===== src/design/exrq_pkg.sv =====
package exrq_pkg;
  // Command bus field layout
  localparam int CMD_W = 12;
  localparam int CMD_DATA_BIT = 11;
  localparam int CMD_RN_HI = 10;
  localparam int CMD_RN_LO = 8;
  localparam int CMD_OP_HI = 7;
  localparam int CMD_OP_LO = 5;
  localparam int CMD_CAUSE_HI = 4;
  localparam int CMD_CAUSE_LO = 3;
  localparam int CMD_ECC_BIT = 0;
  // Address/data bus field layout
  localparam int AD_W = 64;
  localparam int AD_TGT_HI = 63;
  localparam int AD_TGT_LO = 60;
  localparam int AD_ADDR_HI = 39;
  localparam int AD_WEN_HI = 20;
  localparam int AD_WEN_LO = 16;
  localparam int AD_IVAL_HI = 4;
  localparam int PADDR_W = 40;
  localparam int INT_W = 5;
  // Request numbers and response bus
  localparam int RN_W = 3;
  localparam int RN_CNT = 8;
  localparam int RESP_W = 5;
  localparam int RESP_RN_HI = 4;
  localparam int RESP_RN_LO = 2;
  // Command codes; values chosen for this block
  localparam logic [2:0] OP_INTERVENE = 3'h0;
  localparam logic [2:0] OP_ALLOCATE = 3'h1;
  localparam logic [2:0] OP_INVALIDATE = 3'h2;
  localparam logic [2:0] OP_SPECIAL = 3'h3;
  // Reset values
  localparam logic [RN_CNT-1:0] BUSY_RST = 8'h00;
  localparam logic [INT_W-1:0] INT_RST = 5'h00;
  localparam logic [3:0] TGT_RST = 4'h0;

  typedef enum logic [1:0] {
    BUS_MASTER = 2'b00,
    BUS_RELEASE = 2'b01,
    BUS_SLAVE = 2'b11
  } exrq_bus_t;
endpackage : exrq_pkg


===== src/design/exrq_slave.sv =====
`timescale 1ns/1ns
module exrq_slave
  import exrq_pkg::*;
(
  // Clock and reset
  input wire logic clock_i,
  input wire logic nrst_i,
  // System bus pins
  input wire logic grant_n_i,
  input wire logic valid_n_i,
  input wire logic [CMD_W-1:0] command_bus_i,
  input wire logic [AD_W-1:0] addr_data_bus_i,
  input wire logic response_valid_n_i,
  input wire logic [RESP_W-1:0] response_bus_i,
  output logic release_n_o,
  // Internal handoff: the core wants the bus back
  input wire logic own_request_i,
  // Decoded request towards the core
  output logic req_valid_o,
  output logic req_coherent_o,
  output logic [2:0] req_op_o,
  output logic [RN_W-1:0] req_rn_o,
  output logic [3:0] req_target_o,
  output logic [PADDR_W-1:0] req_addr_o,
  output logic req_ecc_o,
  output logic [1:0] req_cause_o,
  // State towards the core
  output logic [INT_W-1:0] int_bits_o,
  output logic [RN_CNT-1:0] rn_reserved_o,
  output logic [RN_CNT-1:0] rn_coh_busy_o,
  output logic slave_state_o
);
  // Pin synchronisers
  logic gnt_s1_r, gnt_s2_r, val_s1_r, val_s2_r, rv_s1_r, rv_s2_r;
  logic [CMD_W-1:0] cmd_s1_r, cmd_s2_r;
  logic [AD_W-1:0] ad_s1_r, ad_s2_r;
  logic [RESP_W-1:0] rsp_s1_r, rsp_s2_r;

  always_ff @(posedge clock_i or negedge nrst_i) begin
    if (!nrst_i) begin
      // Grant idles asserted in master state; a negated reset value would fake a handoff
      gnt_s1_r <= 1'b0;
      gnt_s2_r <= 1'b0;
      val_s1_r <= 1'b1;
      val_s2_r <= 1'b1;
      rv_s1_r <= 1'b1;
      rv_s2_r <= 1'b1;
      cmd_s1_r <= '0;
      cmd_s2_r <= '0;
      ad_s1_r <= '0;
      ad_s2_r <= '0;
      rsp_s1_r <= '0;
      rsp_s2_r <= '0;
    end else begin
      gnt_s1_r <= grant_n_i;
      gnt_s2_r <= gnt_s1_r;
      val_s1_r <= valid_n_i;
      val_s2_r <= val_s1_r;
      rv_s1_r <= response_valid_n_i;
      rv_s2_r <= rv_s1_r;
      cmd_s1_r <= command_bus_i;
      cmd_s2_r <= cmd_s1_r;
      ad_s1_r <= addr_data_bus_i;
      ad_s2_r <= ad_s1_r;
      rsp_s1_r <= response_bus_i;
      rsp_s2_r <= rsp_s1_r;
    end
  end

  // Bus ownership handoff
  exrq_bus_t bus_r, bus_nxt;
  logic rel_n_r, rel_n_nxt, slave_r, slave_nxt;

  always_comb begin
    bus_nxt = bus_r;
    rel_n_nxt = 1'b1;
    case (bus_r)
      BUS_MASTER: begin
        if (gnt_s2_r) begin
          bus_nxt = BUS_RELEASE;
        end
      end
      BUS_RELEASE: begin
        rel_n_nxt = 1'b0;
        bus_nxt = BUS_SLAVE;
      end
      BUS_SLAVE: begin
        if (own_request_i && !gnt_s2_r) begin
          bus_nxt = BUS_MASTER;
        end
      end
      default: begin
        bus_nxt = BUS_MASTER;
      end
    endcase
    slave_nxt = (bus_nxt == BUS_SLAVE);
  end

  always_ff @(posedge clock_i or negedge nrst_i) begin
    if (!nrst_i) begin
      bus_r <= BUS_MASTER;
      rel_n_r <= 1'b1;
      slave_r <= 1'b0;
    end else begin
      bus_r <= bus_nxt;
      rel_n_r <= rel_n_nxt;
      slave_r <= slave_nxt;
    end
  end

  // Request decode; only address cycles in slave state count
  logic in_slave, addr_cyc;
  logic [2:0] op;
  logic [RN_W-1:0] rn;
  logic is_coh, is_alloc, is_int;
  assign in_slave = (bus_r == BUS_SLAVE);
  assign addr_cyc = in_slave && !val_s2_r && !cmd_s2_r[CMD_DATA_BIT];
  assign op = cmd_s2_r[CMD_OP_HI:CMD_OP_LO];
  assign rn = cmd_s2_r[CMD_RN_HI:CMD_RN_LO];
  assign is_coh = addr_cyc && (op == OP_INTERVENE || op == OP_INVALIDATE);
  assign is_alloc = addr_cyc && (op == OP_ALLOCATE);
  assign is_int = addr_cyc && (op == OP_SPECIAL);

  logic rsp_fire;
  logic [RN_W-1:0] rsp_rn;
  assign rsp_fire = !rv_s2_r;
  assign rsp_rn = rsp_s2_r[RESP_RN_HI:RESP_RN_LO];

  // Outstanding coherency and allocate numbers, eight of each
  logic [RN_CNT-1:0] coh_busy, alloc_busy;
  exrq_rn_track u_coh (
    .clock_i(clock_i),
    .nrst_i(nrst_i),
    .set_i(is_coh),
    .set_rn_i(rn),
    .free_i(rsp_fire),
    .free_rn_i(rsp_rn),
    .busy_o(coh_busy)
  );
  exrq_rn_track u_alloc (
    .clock_i(clock_i),
    .nrst_i(nrst_i),
    .set_i(is_alloc),
    .set_rn_i(rn),
    .free_i(rsp_fire),
    .free_rn_i(rsp_rn),
    .busy_o(alloc_busy)
  );

  // Registered request outputs and interrupt bits
  logic val_r, val_nxt, coh_r, coh_nxt, ecc_r, ecc_nxt;
  logic [2:0] op_r, op_nxt;
  logic [RN_W-1:0] rn_r, rn_nxt;
  logic [3:0] tgt_r, tgt_nxt;
  logic [PADDR_W-1:0] addr_r, addr_nxt;
  logic [1:0] cause_r, cause_nxt;
  logic [INT_W-1:0] int_r, int_nxt;
  logic [INT_W-1:0] wen;
  logic [INT_W-1:0] wval;
  assign wen = ad_s2_r[AD_WEN_HI:AD_WEN_LO];
  assign wval = ad_s2_r[AD_IVAL_HI:0];

  always_comb begin
    val_nxt = addr_cyc; // every cycle may accept
    coh_nxt = is_coh;
    op_nxt = op;
    rn_nxt = rn;
    tgt_nxt = ad_s2_r[AD_TGT_HI:AD_TGT_LO];
    addr_nxt = ad_s2_r[AD_ADDR_HI:0];
    ecc_nxt = cmd_s2_r[CMD_ECC_BIT];
    cause_nxt = cmd_s2_r[CMD_CAUSE_HI:CMD_CAUSE_LO];
    int_nxt = int_r;
    if (is_int) begin
      int_nxt = (int_r & ~wen) | (wval & wen);
    end
  end

  always_ff @(posedge clock_i or negedge nrst_i) begin
    if (!nrst_i) begin
      val_r <= 1'b0;
      coh_r <= 1'b0;
      op_r <= 3'h0;
      rn_r <= '0;
      tgt_r <= TGT_RST;
      addr_r <= '0;
      ecc_r <= 1'b0;
      cause_r <= 2'h0;
      int_r <= INT_RST;
    end else begin
      val_r <= val_nxt;
      coh_r <= coh_nxt;
      op_r <= op_nxt;
      rn_r <= rn_nxt;
      tgt_r <= tgt_nxt;
      addr_r <= addr_nxt;
      ecc_r <= ecc_nxt;
      cause_r <= cause_nxt;
      int_r <= int_nxt;
    end
  end

  assign release_n_o = rel_n_r;
  assign req_valid_o = val_r;
  assign req_coherent_o = coh_r;
  assign req_op_o = op_r;
  assign req_rn_o = rn_r;
  assign req_target_o = tgt_r;
  assign req_addr_o = addr_r;
  assign req_ecc_o = ecc_r;
  assign req_cause_o = cause_r;
  assign int_bits_o = int_r;
  assign rn_reserved_o = alloc_busy;
  assign rn_coh_busy_o = coh_busy;
  assign slave_state_o = slave_r;
endmodule : exrq_slave


===== src/design/exrq_rn_track.sv =====
`timescale 1ns/1ns
module exrq_rn_track
  import exrq_pkg::*;
(
  // Clock and reset
  input wire logic clock_i,
  input wire logic nrst_i,
  // Set and free strobes
  input wire logic set_i,
  input wire logic [RN_W-1:0] set_rn_i,
  input wire logic free_i,
  input wire logic [RN_W-1:0] free_rn_i,
  // Tracked numbers
  output logic [RN_CNT-1:0] busy_o
);
  logic [RN_CNT-1:0] busy_r;
  logic [RN_CNT-1:0] busy_nxt;

  // Setting wins when the same number is freed in that cycle
  always_comb begin
    busy_nxt = busy_r;
    if (free_i) begin
      busy_nxt[free_rn_i] = 1'b0;
    end
    if (set_i) begin
      busy_nxt[set_rn_i] = 1'b1;
    end
  end

  always_ff @(posedge clock_i or negedge nrst_i) begin
    if (!nrst_i) begin
      busy_r <= BUSY_RST;
    end else begin
      busy_r <= busy_nxt;
    end
  end

  assign busy_o = busy_r;
endmodule : exrq_rn_track


===== config.mk =====
export PLATFORM = sky130hd
export DESIGN_NAME = exrq_slave
export DESIGN_NICKNAME = d
export VERILOG_FILES = /design/src/design/exrq_pkg.sv /design/src/design/exrq_slave.sv /design/src/design/exrq_rn_track.sv
export SDC_FILE = /design/constraint.sdc
export NUM_CORES = 1
export LEC_CHECK = 0
export ABC_CLOCK_PERIOD_IN_PS = 1700
export BUFFER_PORTS_ARGS = -buffer_cell sky130_fd_sc_hd__buf_4
export CAP_MARGIN = 20
export CORE_UTILIZATION = 40
export DETAILED_ROUTE_END_ITERATION = 10
export PLACE_DENSITY = 0.66
export SETUP_SLACK_MARGIN = 0.5
export SLEW_MARGIN = 30
export SYNTH_ARGS = -nofsm -noshare
export SYNTH_HDL_FRONTEND = slang
export SYNTH_HIERARCHICAL = 1
export SYNTH_SLANG_ARGS = --single-unit
export TNS_END_PERCENT = 1

===== constraint.sdc =====
create_clock -name clock_i -period 1.7 [get_ports clock_i]
set_input_delay 0.17 -clock clock_i [delete_from_list [all_inputs] [get_ports clock_i]]
set_output_delay 0.17 -clock clock_i [all_outputs]
set_load 0.05 [all_outputs]

==> impl_metrics.yaml <==
die:
  start_util: 0.416
  die_area_sq_um: 14400
  die_h_um: 120
  core_area_sq_um: 13400
  rows: 42
  die_w_um: 120
  io_pins: 165
logic_synthesis:
  synth_area_leader_cell: "dfrtp_1"
  syn_inst: 272
  ys_ff_latch: 200
  synth_xor_area_frac: 0
  yosys.area.top_type_share: 0.875
  yosysWarnings: 6
  yosysSeqAreaShare: 0.899
  post-synth-top-count-cell: "dfrtp_1"
  synth_area_sq_um: 5580
  syn_nets: 359
  synth_compound_area_frac: 0.0310
  synth_area_per_cell_sq_um: 20.5
  synthFlopType: "dfrtp_1"
  synthTopCellsByArea: "dfrtp_1 88%, dfstp_2 2.4%, a32o_1 1.8%"
  synth_top_family_by_area: "simple AND/OR/NAND/NOR gates"
  synthAdderAreaFrac: 0
  synthMuxAreaShare: 0.0101
  synthArstFlopShare: 1.00
  synth_edf_count: 0
  synth_simple_gate_area_frac: 0.0532
  synth_common_cells: "195 x dfrtp_1, 10 x a32o_1, 8 x inv_1"
  synth_cell_type_count: 23
sta:
  fmax_mhz: 684
  setup_viol: 0
  fin_tns_setup_ns: 0
  rsz0062_at_grt: "true"
  holdWs_ns: 0.318
  maxSlewViolCount: 0
  post-route-min-period_ns: 1.46
  finalCritPeriodShare: 0.860
  slew_headroom: 0.655
  finalHoldViolations: 0
  tightestPinTransition_ns: 0.518
  fin_worst_skew_ns: 0.00484
finish:
  n_antenna_cell: 0
  area_growth_pct: 49.2
  layout-drive-gt1-share: 0.393
  nets: 591
  final_area_sq_um: 8320
setup_path:
  endpoint_kind: "register"
  start_kind: "register"
  cp_max_fo: 8
  arrival_ns: 1.80
  path_class: "register to register"
  slowest_stage: "dfstp_2"
  path_delay_family: "simple AND/OR/NAND/NOR gates"
  critPathMaxStageDelay_ns: 0.36
  crit_chain: "nand4bb_4 -> buf_12 -> nor4b_4 -> buf_6 -> nand2b_1 -> o2bb2ai_2"
  worstPathRequired_ns: 2.04
  crit_buf_inv: 2
grt:
  antenna_found_initial: 1
  grt.overflow.total: 0
  grtUsageTotal: 0.156
  grt_first_pass_wirelength_um: 16700
  grt_max_degree: 64
  grt_pass1_vias: 3366
clock_tree:
  cts-root-buf: "clkbuf_16"
  clock_path_buffers: 2
  numCtsBuffers: 17
  clk_pin_slew_worst_paths_ns: 0.07
  cts_tree: "yes"
  clock_latency_ns: 0.41
  htreeDepth: 4
  clock_sinks: 200
place:
  io_buffers: 140
  post_dp_cell_area_sq_um: 7050
  hpwl_um: 6140
  finalWeightedCongestion: 0.739
detailed_routing:
  first_pass_iters: 5
  num_vias: 3054
  drc_errors: 0
  drtIter0Drc: 250
  wl_per_cell_um: 14.4
  vias_per_cell: 4.41
  ant_nets: 0
  drt_wl_total_um: 9950
power:
  p_leak_nw: 3.89
  vdd_drop_max_mv: 0.773
  powerDensity_nw_per_um2: 1250
outcome:
  status: "completed"
flow_run:
  maxCapViolations: 0
hold_path:
  min_path_type: "primary input to async pin"
==> repair_timing <==
item                                    4_1_cts  5_1_grt
hold buffers                                 62        0
endpoints found under the hold margin       114        0
pin swaps                                     0        0
setup buffers                                 0        0
resized for setup                            10        1
endpoints found under the setup margin       23       36
==> path summary, 6_finish.rpt <==
check | start | endpoint | slack [ns] | cells past startpoint
max in group asynchronous | nrst_i | ad_s1_r[33] | 0.75 | 3
hold reg to reg | ad_s2_r[27] | req_addr_o[27] | 0.35 | 0
min in group clock_i | ad_s2_r[27] | req_addr_o[27] | 0.35 | 0
setup reg to reg | val_s2_r | u_alloc/busy_o[6] | 0.24 | 6
setup / recovery | val_s2_r | u_alloc/busy_o[6] | 0.24 | 6
hold / removal | nrst_i | ad_s1_r[32] | 0.32 | 2
==> kinds of logic (layout without fill, tap and decap cells) <==
logic type             count (synthesis)  after routing
muxes                                  5              5
buffers and inverters                 10            255
AOI/OAI and AO/OA                     19             19
and+or+nand+nor                       38             38
DFF                                  200            200
==> cells in the final DEF, fill, tap and decap left out, types with 3 or more instances in the layout <==
master and count:
nand4b_1 6, nor2b_1 4, inv_1 8, nand4bb_1 6, nor4_4 3, dfstp_2 5, mux2_1 5, a22o_1 3
buf_4 147, dfrtp_1 193, inv_6 3, clkbuf_16 17, buf_12 4, nand2_1 4, clkbuf_8 3, a32o_1 10
nor4b_4 3, dlygate4sd3_1 62, clkinv_2 3
==> sequential cells by signal (all words and copies together) (netlist names), 2 cells and up, named ones only <==
register	cells
ad_s1_r	44
ad_s2_r	44
bus_r	2
cmd_s1_r	10
cmd_s2_r	10
req_addr_o	40
req_cause_o	2
req_op_o	3
req_rn_o	3
req_target_o	4
rsp_s1_r	3
rsp_s2_r	3
u_alloc/busy_o	8
u_coh/busy_o	8
==> where the power goes <==
part	switching, mW	internal, mW
Sequential	0.168	5.09
Combinational	0.857	0.515
Clock	1.69	2.12
==> per-stage QoR <==
| stage | utilization | instances | power (mW) | worst slack (ns) |
|---|---|---|---|---|
| 5_1_grt | 0.621 | 693 | 10.9 | 0.162 |
| 4_1_cts | 0.621 | 693 | 10.6 | 0.244 |
| 6_report | 0.621 | 693 | 10.4 | 0.238 |
| 2_1_floorplan | - | 272 | 6.00 | 0.345 |
| 3_3_place_gp | 0.526 | 599 | 6.55 | 0.240 |
| 3_5_place_dp | 0.526 | 599 | 6.58 | 0.181 |
==> per-layer routing <==
layer / vias up / routed length (um) / global-route usage
li1: 1393 / - / -
met1: 1535 / 3880 / 0.182
met2: 107 / 5210 / 0.258
met3: 17 / 676 / 0.0542
met4: 2 / 170 / 0.0727
met5: - / 13 / 0
==> worst register-to-register path: stages (launching register included) <==
cell and delay, ns:
dfstp_2 0.36, nand4bb_4 0.22, buf_12 0.17, nor4b_4 0.23
buf_6 0.17, nand2b_1 0.08, o2bb2ai_2 0.14
==> cell type report <==
type,count,area [sq um]
fill,985,5080
sequential,200,5010
timing repair buffer,215,1830
multi-input combinational,62,653
clock buffer,20,457
tap,176,220
clock inverter,12,115
inverter,8,30.0
Power figures use the tool's default switching activity.
